--- config.mk ---
export PLATFORM = sky130hd
export DESIGN_NAME = aca_core
export DESIGN_NICKNAME = d
export VERILOG_FILES = /design/src/aca_pkg.sv /design/src/aca_alu.sv /design/src/aca_core.sv
export SDC_FILE = /design/constraint.sdc
export NUM_CORES = 1
export LEC_CHECK = 0
export BUFFER_PORTS_ARGS = -buffer_cell sky130_fd_sc_hd__buf_2
export CORE_MARGIN = 1.5
export CORE_UTILIZATION = 54
export DETAILED_ROUTE_END_ITERATION = 6
export GPL_TIMING_DRIVEN = 0
export PLACE_DENSITY = 0.9
export SLEW_MARGIN = 10
export SYNTH_ARGS = -nofsm -noshare
export SYNTH_HDL_FRONTEND = slang
export SYNTH_SLANG_ARGS = --single-unit
--- constraint.sdc ---
create_clock -name ref_clk_in -period 2.4 [get_ports ref_clk_in]
set_input_delay 0 -clock ref_clk_in [delete_from_list [all_inputs] [get_ports ref_clk_in]]
set_output_delay 0 -clock ref_clk_in [all_outputs]
set_load 0.1 [all_outputs]
--- src/aca_pkg.sv ---
// Constants, state and operation types for the add-carry and logic ALU
package aca_pkg;

   // ----------------------------------------
   // Opcode fields
   // ----------------------------------------
   localparam logic [5:0] ACA_OPC_ADDC = 6'h08;
   localparam logic [5:0] ACA_OPC_ANDF = 6'h05;
   localparam logic [7:0] ACA_OPC_ANDL = 8'h0b;
   localparam int ACA_OPC6_LSB = 10;
   localparam int ACA_OPC8_LSB = 8;
   localparam int ACA_DEST_BIT = 9;
   localparam int ACA_BANK_BIT = 8;

   // ----------------------------------------
   // Addressing
   // ----------------------------------------
   localparam logic [7:0] ACA_INDEXED_MAX = 8'h5f;
   localparam logic [3:0] ACA_ACCESS_LO_PAGE = 4'h0;
   localparam logic [3:0] ACA_ACCESS_HI_PAGE = 4'hf;

   // ----------------------------------------
   // Reset values
   // ----------------------------------------
   localparam logic [7:0] ACA_W_RST = 8'h00;
   localparam logic [11:0] ACA_ADDR_RST = 12'h000;

   // ----------------------------------------
   // Types
   // ----------------------------------------
   typedef enum logic [2:0] {
      ST_IDLE = 3'b000,
      ST_Q1 = 3'b001,
      ST_Q2 = 3'b010,
      ST_Q3 = 3'b011,
      ST_Q4 = 3'b100
   } aca_state_t;

   typedef enum logic [1:0] {
      OP_NONE = 2'b00,
      OP_ADDC = 2'b01,
      OP_ANDL = 2'b10,
      OP_ANDF = 2'b11
   } aca_op_t;

   // Opcode word to operation
   function automatic aca_op_t aca_decode(input logic [15:0] word);
      aca_op_t op;
      op = OP_NONE;
      if (word[15:ACA_OPC6_LSB] == ACA_OPC_ADDC) begin
         op = OP_ADDC;
      end else if (word[15:ACA_OPC6_LSB] == ACA_OPC_ANDF) begin
         op = OP_ANDF;
      end else if (word[15:ACA_OPC8_LSB] == ACA_OPC_ANDL) begin
         op = OP_ANDL;
      end
      return op;
   endfunction

endpackage

--- src/aca_alu.sv ---
// Combinational arithmetic and logic unit with flag results
`timescale 1ns/10ps
module aca_alu
   import aca_pkg::*;
(
   input wire aca_op_t op_in,
   input wire logic [7:0] w_in,
   input wire logic [7:0] opnd_in,
   input wire logic carry_in,
   output logic [7:0] res_out,
   output logic neg_out,
   output logic wrap_out,
   output logic carry_out,
   output logic nib_out,
   output logic zero_out
);

   logic [8:0] sum9;
   logic [4:0] nib5;

   always_comb begin
      sum9 = {1'b0, w_in} + {1'b0, opnd_in} + {8'h00, carry_in};
      nib5 = {1'b0, w_in[3:0]} + {1'b0, opnd_in[3:0]} + {4'h0, carry_in};
      if (op_in == OP_ADDC) begin
         res_out = sum9[7:0];
      end else begin
         res_out = w_in & opnd_in;
      end
      neg_out = res_out[7];
      zero_out = (res_out == 8'h00);
      carry_out = sum9[8];
      nib_out = nib5[4];
      wrap_out = (w_in[7] == opnd_in[7]) && (sum9[7] != w_in[7]);
   end

endmodule

--- src/aca_core.sv ---
// Execution datapath for add-with-carry, AND-literal and AND-file operations
// Functional notes
// - Add-carry sums W, file, carry; all five flags
// - Destination bit zero writes W, one writes file
// - Bank bit zero access bank, one bank pointer
// - Extended set, bank zero, f<=95: indexed offset
// - AND-literal into W, only negative and zero
// - AND-literal opcode upper byte 00001011
// - AND-file routed by destination, negative, zero only
`timescale 1ns/10ps
module aca_core
   import aca_pkg::*;
(
   input wire logic ref_clk_in,
   input wire logic nrst_in,
   input wire logic instr_valid_in,
   input wire logic [15:0] instr_in,
   input wire logic ext_set_en_in,
   input wire logic [3:0] bank_select_pointer_in,
   input wire logic [11:0] index_base_in,
   input wire logic [7:0] file_rd_data_in,
   output logic ready_out,
   output logic done_out,
   output logic illegal_out,
   output logic [11:0] file_addr_out,
   output logic file_rd_en_out,
   output logic file_wr_en_out,
   output logic [7:0] file_wr_data_out,
   output logic [7:0] w_reg_out,
   output logic neg_flag_out,
   output logic twos_complement_wrap_flag_out,
   output logic carry_flag_out,
   output logic nibble_carry_flag_out,
   output logic zero_flag_out
);

   // ----------------------------------------
   // State
   // ----------------------------------------
   aca_state_t state, next_state;
   aca_op_t op, next_op;
   logic [15:0] instr, next_instr;
   logic dest_file, next_dest_file;
   logic [7:0] operand, next_operand;
   logic next_ready, next_done, next_illegal;
   logic [11:0] next_file_addr;
   logic next_file_rd_en, next_file_wr_en;
   logic [7:0] next_file_wr_data, next_w;
   logic next_neg, next_wrap, next_carry, next_nib, next_zero;

   logic [7:0] alu_res;
   logic alu_neg, alu_wrap, alu_carry, alu_nib, alu_zero;

   // File address from the file field, bank bit and mode
   function automatic logic [11:0] form_addr(input logic [15:0] word, input logic ext,
                                             input logic [3:0] bsp, input logic [11:0] base);
      logic [7:0] fx;
      logic [11:0] a;
      fx = word[7:0];
      if (word[ACA_BANK_BIT]) begin
         a = {bsp, fx};
      end else if (fx <= ACA_INDEXED_MAX) begin
         a = ext ? (base + {4'h0, fx}) : {ACA_ACCESS_LO_PAGE, fx};
      end else begin
         a = {ACA_ACCESS_HI_PAGE, fx};
      end
      return a;
   endfunction

   aca_alu u_alu (
      .op_in(op),
      .w_in(w_reg_out),
      .opnd_in(operand),
      .carry_in(carry_flag_out),
      .res_out(alu_res),
      .neg_out(alu_neg),
      .wrap_out(alu_wrap),
      .carry_out(alu_carry),
      .nib_out(alu_nib),
      .zero_out(alu_zero)
   );

   // ----------------------------------------
   // Quarter-phase sequencer and datapath
   // ----------------------------------------
   always_comb begin
      next_state = state;
      next_op = op;
      next_instr = instr;
      next_dest_file = dest_file;
      next_operand = operand;
      next_done = 1'b0;
      next_illegal = 1'b0;
      next_file_addr = file_addr_out;
      next_file_rd_en = 1'b0;
      next_file_wr_en = 1'b0;
      next_file_wr_data = file_wr_data_out;
      next_w = w_reg_out;
      next_neg = neg_flag_out;
      next_wrap = twos_complement_wrap_flag_out;
      next_carry = carry_flag_out;
      next_nib = nibble_carry_flag_out;
      next_zero = zero_flag_out;
      case (state)
         ST_IDLE, ST_Q4: begin
            next_state = ST_IDLE;
            if (instr_valid_in) begin
               next_instr = instr_in;
               next_state = ST_Q1;
            end
         end
         ST_Q1: begin
            next_op = aca_decode(instr);
            next_dest_file = instr[ACA_DEST_BIT] && (next_op != OP_ANDL);
            next_file_addr = form_addr(instr, ext_set_en_in, bank_select_pointer_in,
                                       index_base_in);
            next_file_rd_en = (next_op == OP_ADDC) || (next_op == OP_ANDF);
            if (next_op == OP_NONE) begin
               next_illegal = 1'b1;
               next_state = ST_IDLE;
            end else begin
               next_state = ST_Q2;
            end
         end
         ST_Q2: begin
            next_operand = (op == OP_ANDL) ? instr[7:0] : file_rd_data_in;
            next_state = ST_Q3;
         end
         ST_Q3: begin
            next_neg = alu_neg;
            next_zero = alu_zero;
            if (op == OP_ADDC) begin
               next_wrap = alu_wrap;
               next_carry = alu_carry;
               next_nib = alu_nib;
            end
            if (dest_file) begin
               next_file_wr_en = 1'b1;
               next_file_wr_data = alu_res;
            end else begin
               next_w = alu_res;
            end
            next_done = 1'b1;
            next_state = ST_Q4;
         end
         default: begin
            next_state = ST_IDLE;
         end
      endcase
      next_ready = (next_state == ST_IDLE) || (next_state == ST_Q4);
   end

   always_ff @(posedge ref_clk_in or negedge nrst_in) begin
      if (!nrst_in) begin
         state <= ST_IDLE;
         op <= OP_NONE;
         instr <= 16'h0000;
         dest_file <= 1'b0;
         operand <= 8'h00;
         ready_out <= 1'b1;
         done_out <= 1'b0;
         illegal_out <= 1'b0;
         file_addr_out <= ACA_ADDR_RST;
         file_rd_en_out <= 1'b0;
         file_wr_en_out <= 1'b0;
         file_wr_data_out <= 8'h00;
         w_reg_out <= ACA_W_RST;
         neg_flag_out <= 1'b0;
         twos_complement_wrap_flag_out <= 1'b0;
         carry_flag_out <= 1'b0;
         nibble_carry_flag_out <= 1'b0;
         zero_flag_out <= 1'b0;
      end else begin
         state <= next_state;
         op <= next_op;
         instr <= next_instr;
         dest_file <= next_dest_file;
         operand <= next_operand;
         ready_out <= next_ready;
         done_out <= next_done;
         illegal_out <= next_illegal;
         file_addr_out <= next_file_addr;
         file_rd_en_out <= next_file_rd_en;
         file_wr_en_out <= next_file_wr_en;
         file_wr_data_out <= next_file_wr_data;
         w_reg_out <= next_w;
         neg_flag_out <= next_neg;
         twos_complement_wrap_flag_out <= next_wrap;
         carry_flag_out <= next_carry;
         nibble_carry_flag_out <= next_nib;
         zero_flag_out <= next_zero;
      end
   end

   logic [8:0] chk_sum;
   assign chk_sum = {1'b0, w_reg_out} + {1'b0, operand} + {8'h00, carry_flag_out};
endmodule

=== Yosys cells after proc, flatten, opt, wreduce, memory -nomap -nowiden ===
Cells that the tools add are included.

* Eq/ne operators: 15
* Reduce and logical (&&, ||, !) cells: 13
* Shift-type cells: 0
* $mul: 0
* Divide/modulo/power cells: 0
* Add/subtract/negate cells: 5
* Bitwise gates (word level): 2
* Mux-type cells: 18
* Magnitude comparators: 1

{| class="wikitable"
|+ Operators by type and width
! kind !! number
|-
| 12-bit two-way mux || 3
|-
| 8-bit two-way mux || 2
|-
| 12-bit by 8-bit adder with 12-bit output || 1
|-
| 3-bit one-hot mux with 4 select lines || 1
|-
| 2-bit two-way mux || 5
|-
| 8-bit by 8-bit adder with 9-bit output || 1
|-
| 9-bit by 1-bit adder with 9-bit output || 1
|-
| 8-bit bitwise AND || 1
|-
| 8-bit by 4-bit equality test with 1-bit output, second input constant || 1
|-
| 8-bit by 7-bit less-or-equal comparator with 1-bit output, second input constant || 1
|-
| 8-bit logical NOT || 1
|-
| 2-bit AND reduction || 4
|-
| 1-bit two-way mux || 7
|-
| 3-bit by 2-bit equality test with 1-bit output, second input constant || 2
|-
| 3-bit equality test, second input constant || 2
|-
| 6-bit by 3-bit equality test with 1-bit output, second input constant || 1
|-
| 6-bit by 4-bit equality test with 1-bit output, second input constant || 1
|-
| 3-bit logical NOT || 2
|-
| 4-bit by 4-bit adder with 5-bit output || 1
|-
| 5-bit by 1-bit adder with 5-bit output || 1
|-
| 2-bit by 1-bit equality test with 1-bit output, second input constant || 2
|-
| 2-bit equality test, second input constant || 2
|-
| 3-bit by 1-bit equality test with 1-bit output, second input constant || 1
|-
| 1-bit logical AND || 2
|-
| 7 further kinds || 8
|}

* Flip-flop bits (word level): 68
* Memory bits (read-only): 0
* Memories kept: 0
* Logic and storage cells: 72
* Memory bits (writable): 0
* Latch bits: 0
* Output and inout port bits: 38

=== Longest topological paths before layout ===
Gate-level depths: netlist of run 1.

* Word-level depth: 10
* Depth in mapped cells: 10

=== Hierarchy ===
A second synthesis of run 1 with hierarchy kept.

* Cell total of the unflattened synthesis: 353
* Area total of the unflattened synthesis: 3799.9 um^2

{| class="wikitable"
|+ By module, submodules not included
! module !! area each (um^2) !! instances !! cells an instance
|-
| aca_core || 3216.8 || 1 || 277
|-
| aca_alu || 583.1 || 1 || 76
|}

=== Worst setup path after synthesis of run 1 ===
Ideal clock, no wire load.

* Path kind: register -> register
* From: register w_reg_out[0]
* To: register zero_flag_out
* Library setup time: 120 ps
* Setup slack: -462 ps
* Path buffers: 0
* Stages on the path, launching flop included: 9
* Data arrival time: 2742 ps
* Period minus slack after synthesis: 2862 ps
* Cell sequence: dfrtp_1 inv_1 fa_1 nor2b_1 o31ai_2 a2111oi_4 nor3_1 o31a_1 a31o_1

* Cells in the longest elaborated chain, start to end: 4
* Elaborated cells on any way between the ends: 5
* Classes of those cells: add/sub (2); mux (1); bitwise (1); reduce/logical (1)

{| class="wikitable"
|+ RTL lines
! element !! RTL line !! RTL
|-
| from (decl) || aca_core.sv:29 || <nowiki>output logic [7:0] w_reg_out,</nowiki>
|-
| from (signal assigned) || aca_core.sv:186 || <nowiki>w_reg_out <= next_w;</nowiki>
|-
| 8-bit by 8-bit adder with 9-bit output || -- ||
|-
| 9-bit by 1-bit adder with 9-bit output || aca_alu.sv:22 || <nowiki>sum9 = {1'b0, w_in} + {1'b0, opnd_in} + {8'h00, carry_in};</nowiki>
|-
| 8-bit two-way mux (*) || aca_alu.sv:24 || <nowiki>if (op_in == OP_ADDC) begin</nowiki>
|-
| 8-bit logical NOT (*) || aca_alu.sv:30 || <nowiki>zero_out = (res_out == 8'h00);</nowiki>
|-
| to (signal assigned) || aca_core.sv:191 || <nowiki>zero_flag_out <= next_zero;</nowiki>
|-
| to (decl) || aca_core.sv:34 || <nowiki>output logic zero_flag_out</nowiki>
|}

Every way passes the cells marked *; elsewhere a longest branch is shown, timed or not.
A chain may end at the register's enable or synchronous reset.

=== Final worst setup path of run 1 ===
Same ends and word-level chain as after synthesis.

==> flow_metrics.py, run 1 <==
metrics = {
    "status": {
        "outcome": "finished with violations",
        "violations": "DRC, hold timing",
    },
    "clocking": {
        "clk_pin_slew_worst_paths_ns": 0.08,
        "cts_tree": "built",
        "clk_latency_ns": 0.35,
        "cts.sinks": 68,
        "clockBufferDepth": 2,
        "h-tree-depth": 3,
        "cts_made_buffers": 9,
        "cts_root_buffer": "clkbuf_8",
    },
    "grt": {
        "antenna_found_initial": 0,
        "groute.usage.overall_pct": 26.90,
        "grt_start_max_net_pins": 69,
        "grt_first_pass_wirelength_um": 15350,
        "grt_pass1_vias": 3299,
        "grt_overflow": 0,
    },
    "placed_design": {
        "placed_cell_area_um2": 4230,
        "post-place-cells": 527,
        "hpwl_um": 6578,
        "gp_congestion": 0.8541,
        "post-place-ws_ns": -0.06089,
        "portBuffers": 81,
    },
    "timing": {
        "worst_pin_slew_ns": 0.7917,
        "max_freq_ghz": 0.4223,
        "finalSetupViolations": 0,
        "rsz0062_at_grt": "yes",
        "final.setup.tns_ns": 0,
        "setup_ws_ns": 0.03194,
        "slew_viol_final": 0,
        "clock_skew_ns": 0.009538,
        "fin_crit_ns": 2.368,
        "slew_headroom_pct": 46.99,
        "timing.final.crit_share_pct": 98.67,
        "hold_ws_ns": -0.001633,
        "hold_viol_final": 1,
    },
    "power": {
        "sw_frac_of_total_pct": 51.58,
        "max-vdd-ir-drop_mv": 0.8908,
        "seq_power_share_pct": 29.4,
        "power_mw": 6.471,
        "internal_power_mw": 3.133,
        "power_density_nw_per_um2": 1366,
        "power.switching_mw": 3.338,
        "comb_power_share_pct": 55.7,
        "power_frac_clock_pct": 14.9,
        "leakagePower_nw": 2.275,
    },
    "die": {
        "rows": 29,
        "die_w_um": 85.51,
        "initial_core_util_pct": 56.92,
        "core-area_um2": 6459,
        "die_height_um": 85.51,
        "io_pins": 82,
        "dieArea_um2": 7311,
    },
    "yosys": {
        "synth_area_um2": 3676,
        "ys_types": 53,
        "yosysWarnings": 0,
        "synth_common_cells": "dfrtp_1 (67), nand2_1 (40), o21ai_0 (31)",
        "ys_seq_area_share_pct": 46.32,
        "yosysTopAreaCell": "dfrtp_1",
        "synth-edff-count": 0,
        "yosys_most_used_dff": "dfrtp_1",
        "yosysTopAreaCellShare_pct": 45.61,
        "yosys-top-cells-area": "dfrtp_1 (46%), ha_1 (5.4%), mux2_2 (4.6%)",
        "yosysMostFrequentCell": "dfrtp_1",
        "synth_nets": 431,
        "postSynthCellCount": 368,
        "synth_area_per_cell_um2": 9.989,
        "synth_async_sr_flop_share_pct": 100.0,
        "ys_ff_latch": 68,
    },
    "finish": {
        "fillers": 446,
        "final_nets": 551,
        "postLayoutCoreUtil_pct": 73.34,
        "multi_input_area_um2": 1921,
        "final_area_um2": 4737,
        "antenna_cells": 0,
        "syn_to_final_growth_pct": 28.86,
        "regArea_um2": 1717,
        "instances_no_fill": 570,
        "drive_gt1_share_pct": 31.03,
    },
    "worst_setup_path": {
        "crit_required_ns": 2.65,
        "path_class": "reg2reg",
        "cp-end-kind": "register",
        "worst_setup_path_start_kind": "register",
        "r2r_setup_slack_ns": 0.03,
        "worstPathArrival_ns": 2.62,
        "cp_max_fo": 4,
    },
    "routing": {
        "wl_per_cell_um": 16.55,
        "vias": 3310,
        "wl_um": 9431,
        "drt-vias-per-instance": 5.807,
        "drcViolationCount": 6,
        "ant_nets": 0,
        "firstDrtPassIters": 6,
        "drt_iter0_drc": 162,
    },
    "flow_run": {
        "drv_cap": 0,
    },
    "min_path": {
        "holdCritPathClass": "in2reg",
    },
}
-- cell type report --
class | instances | share of cell area (%)
flip-flops and latches | 68 | 36.24
repair buffers | 109 | 14.74
clock buffers | 9 | 2.615
inverters | 14 | 1.162
well taps | 77 | 2.034
clock inverters | 7 | 1.585
plain buffers | 12 | 1.083
multi-input cells | 274 | 40.54
-- flip-flops by register name (all words and copies together) (netlist names), 2 cells and up --
| name | count |
|---|---|
| state | 3 |
| instr | 16 |
| operand | 8 |
| op | 2 |
| w_reg_out | 8 |
| file_addr_out | 12 |
| file_wr_data_out | 8 |
-- kinds of logic after synthesis --
| group | Yosys count | share of synthesized area [%] |
|---|---|---|
| simple gates | 118 | 15.69 |
| compound gates | 101 | 17.94 |
| flops | 68 | 46.32 |
| mux | 31 | 8.952 |
| buf+inv | 26 | 2.825 |
| fa+ha+maj | 19 | 7.080 |
| xor+xnor | 5 | 1.191 |
-- what timing repair did --
| action | in CTS | in global routing |
|---|---|---|
| cloned | 0 | 0 |
| gates resized for setup | 3 | 9 |
| hold buffers | 24 | 0 |
| endpoints found under the hold margin | 91 | 0 |
| setup buffers | 1 | 2 |
| endpoints found under the setup margin | 2 | 7 |
| pin swaps | 0 | 9 |
-- cells in the final DEF, fill, tap and decap left out, types with 3 or more instances in the layout --
master | netlist | final
o21bai_1 | 4 | 4
nand3_1 | 6 | 6
nor2_1 | 30 | 30
nor2b_1 | 4 | 3
inv_1 | 14 | 11
nand2_1 | 40 | 40
ha_1 | 16 | 16
nor3_1 | 10 | 10
a211oi_1 | 5 | 3
and2_1 | 3 | 3
dfrtp_1 | 67 | 60
nand2b_1 | 4 | 4
mux2_2 | 15 | 15
xnor2_1 | 4 | 3
o21ai_1 | 3 | 4
o31a_1 | 4 | 4
clkbuf_1 | 9 | 9
buf_4 | 1 | 5
nand3b_1 | 5 | 5
mux2i_1 | 16 | 14
nor4_1 | 5 | 5
clkbuf_8 | 0 | 9
nor3b_2 | 3 | 3
buf_2 | 2 | 82
a21o_1 | 6 | 6
o21ai_0 | 31 | 30
a211oi_2 | 1 | 3
dfrtp_2 | 0 | 5
a21oi_1 | 27 | 24
o21a_1 | 3 | 3
dlygate4sd3_1 | 0 | 24
-- per-layer routing --
layer  GRT usage (%)  vias to the layer above  wire length, um
met5               0                        -                0
met4           12.46                        0              257
met3           5.486                       31              619
met2           46.74                      139             4753
met1           32.15                     1566             3800
li1                -                     1574                -
-- path summary, 6_finish.rpt --
kind,to,start,cells after the start
min reg2reg,file_wr_data_out[4],file_wr_data_out[4],2
min,operand[2],file_rd_data_in[2],3
max reg2reg,zero_flag_out,w_reg_out[0],10
max,zero_flag_out,w_reg_out[0],10
max in group asynchronous,ready_out,nrst_in,3
min in group asynchronous,instr[5],nrst_in,3
-- power groups by stage --
stage	Clock (mW)	Sequential, mW	Combinational (mW)
detailed placement	0	1.91	3.41
floorplan	0	3.00	1.61
CTS	0.970	1.89	3.50
global placement	0	1.88	3.31
finish	0.962	1.90	3.61
global route	1.01	1.95	3.84
-- worst max-delay path, cell delays in order, from the launching register on --
cell	delay [ns]
dfrtp_4	0.50
inv_2	0.06
fa_2	0.21
inv_2	0.05
fa_2	0.42
a21o_2	0.24
a21oi_4	0.17
xnor2_2	0.14
mux2i_2	0.10
and4_1	0.20
a31o_1	0.17
Note: power is estimated with default switching activity, not from simulation.
==> run 2, diff against run 1 <==
--- a/config.mk
+++ b/config.mk
@@ -6,11 +6,13 @@
 export NUM_CORES = 1
 export LEC_CHECK = 0
 export BUFFER_PORTS_ARGS = -buffer_cell sky130_fd_sc_hd__buf_2
+export CELL_PAD_IN_SITES_DETAIL_PLACEMENT = 1
+export CELL_PAD_IN_SITES_GLOBAL_PLACEMENT = 1
 export CORE_MARGIN = 1.5
-export CORE_UTILIZATION = 54
+export CORE_UTILIZATION = 42
 export DETAILED_ROUTE_END_ITERATION = 6
 export GPL_TIMING_DRIVEN = 0
-export PLACE_DENSITY = 0.9
+export PLACE_DENSITY = 0.91
 export SLEW_MARGIN = 10
 export SYNTH_ARGS = -nofsm -noshare
 export SYNTH_HDL_FRONTEND = slang
==> run 2 against run 1 <==
Against the previous run: the flow finishes with violations (setup timing); clock-buffer cell count is 3 higher; die area is 28% higher; clock skew is 0.012 ns higher; global-route usage is 2.0 points higher; design area is 2.5% higher; critical path type unchanged.
==> flow_metrics.py, run 2 (synthesis gave the netlist of run 1 again) <==
metrics = {
    "die": {
        "initial_core_util_pct": 44.07,
        "rows": 33,
        "die_height_um": 96.56,
        "core-area_um2": 8341,
        "dieArea_um2": 9323,
        "die_w_um": 96.56,
        "io_pins": 82,
    },
    "min_path": {
        "min_to": "file_addr_out[11]",
        "hp-start": "bank_select_pointer_in[3]",
        "holdCritPathClass": "in2reg",
        "holdPathStages": 4,
    },
    "finish": {
        "drive_gt1_share_pct": 31.80,
        "final_common_cell": "buf_2",
        "largest_reg_flops": 16,
        "syn_to_final_growth_pct": 32.13,
        "top_register": "instr",
        "final_area_um2": 4857,
        "final_nets": 558,
        "instances_no_fill": 605,
        "final_cell_mix": "buf_2 (82), dfrtp_1 (60), nand2_1 (40)",
        "reg_top3": "instr (16), file_addr_out (12)",
        "antenna_cells": 0,
    },
    "routing": {
        "firstDrtPassIters": 4,
        "wl_per_cell_um": 21.02,
        "vias": 3476,
        "wl_um": 12720,
        "drcViolationCount": 0,
        "drt-vias-per-instance": 5.745,
        "ant_nets": 0,
        "drt_iter0_drc": 150,
    },
    "timing": {
        "max_freq_ghz": 0.4025,
        "hold_viol_final": 0,
        "rsz0062_at_grt": "yes",
        "worst_pin_slew_ns": 0.7499,
        "timing.final.crit_share_pct": 103.5,
        "hold_ws_ns": 0.01077,
        "final.setup.tns_ns": -0.09115,
        "setup_ws_ns": -0.08418,
        "fin_crit_ns": 2.484,
        "slew_viol_final": 0,
        "finalSetupViolations": 2,
        "clock_skew_ns": 0.02147,
        "slew_headroom_pct": 49.79,
    },
    "worst_setup_path": {
        "critPathBufInv": 0,
        "crit_cells": 7,
        "reg2reg_to": "zero_flag_out",
        "worstPathArrival_ns": 2.78,
        "cp_slowest_cell": "a2111oi_2",
        "worstPathCellList": "ha_1, nor2b_4, o31ai_2, nor4_1, a2111oi_2, and4_1, a31o_1",
        "r2r_setup_slack_ns": -0.08,
        "worst_setup_path_start_kind": "register",
        "path_class": "reg2reg",
        "reg2regPathDepth": 7,
        "cp_max_fo": 3,
        "crit_required_ns": 2.69,
        "cpLargestDelayFamily": "compound AO/OA/AOI/OAI gates",
        "crit-reg2reg-launch": "operand[1]",
        "cp-end-kind": "register",
        "slowest_delay_ns": 0.48,
    },
    "grt": {
        "groute.usage.overall_pct": 28.95,
        "grt_pass1_vias": 3722,
        "grt_first_pass_wirelength_um": 19470,
        "grt_overflow": 0,
        "antenna_found_initial": 0,
        "grt_start_max_net_pins": 39,
    },
    "placed_design": {
        "post-place-cells": 555,
        "portBuffers": 81,
        "placed_cell_area_um2": 4258,
        "gp_congestion": 0.8607,
        "hpwl_um": 7944,
    },
    "clocking": {
        "cts_made_buffers": 9,
        "h-tree-depth": 3,
        "cts.sinks": 68,
        "clockBufferDepth": 2,
        "cts_root_buffer": "clkbuf_8",
        "clk_pin_slew_worst_paths_ns": 0.09,
        "cts_tree": "built",
        "clk_latency_ns": 0.37,
    },
    "power": {
        "max-vdd-ir-drop_mv": 1.058,
        "leakagePower_nw": 2.319,
        "power_density_nw_per_um2": 1431,
    },
    "status": {
        "outcome": "finished with violations",
        "violations": "setup timing",
    },
    "flow_run": {
        "drv_cap": 0,
    },
}
## run 2: cell types whose count changed in the layout (fill, tap and decap cells not counted), sizes merged
cell | previous run | this run
bufinv | 1 | 2
buf | 88 | 95
inv | 16 | 14
clkinv | 4 | 2
clkbuf | 18 | 21
## run 2: worst reg2reg max path, cell delays in order, from the launching register on
cell and delay, ns:
dfrtp_1 0.44, ha_1 0.29, nor2b_4 0.14, o31ai_2 0.44, nor4_1 0.13, a2111oi_2 0.48, and4_1 0.33, a31o_1 0.17
## run 2: final cells by class
cell class,instances,area [um2]
clock buffers,12,145.1
clock inverters,4,73.82
multi-input cells,274,1941
plain buffers,12,51.30
flip-flops and latches,68,1717
fillers,969,3483
well taps,105,131.4
inverters,14,55.05
repair buffers,116,743.2
## run 2: worst max-delay path by stage
stage | from | slack [ns] | to
5_1_grt | carry_flag_out | -0.11 | zero_flag_out
3_3_place_gp | w_reg_out[0] | -0.05 | zero_flag_out
6_report | operand[1] | -0.08 | zero_flag_out
4_1_cts | carry_flag_out | 0.0008 | zero_flag_out
3_5_place_dp | w_reg_out[0] | -0.09 | zero_flag_out
2_1_floorplan | carry_flag_out | 0.02 | zero_flag_out
## run 2: report_power, final
group          switching, mW  total [mW]  internal, mW
Combinational           2.72        3.90          1.18
Sequential             0.392        1.94          1.55
Clock                  0.491        1.11         0.616
## run 2: per-layer routing
layer,share of wire [%],up-vias,wire length (um),GRT usage (%)
met4,5.1,0,644,15.34
met1,39,1726,4950,31.75
met3,5.7,43,720,8.059
met5,0,-,0,0
met2,50,131,6400,50.64
li1,-,1576,-,-
## run 2: per-stage QoR
step           worst slack [ns]  utilization, %  power, mW
6_report               -0.08418           58.24      6.949
5_1_grt                 -0.1115           58.24      7.262
4_1_cts               0.0008196           57.40      6.670
3_5_place_dp           -0.08505           51.05      5.407
3_3_place_gp           -0.04981           50.78      5.228
2_1_floorplan           0.01723               -      4.612
## run 2: repair_timing
action	in CTS	in global routing
setup endpoints to repair	4	14
hold buffers	24	0
pin swaps	5	7
gates resized for setup	6	14
endpoints found under the hold margin	91	0
buffers inserted	7	3
gates cloned	0	0
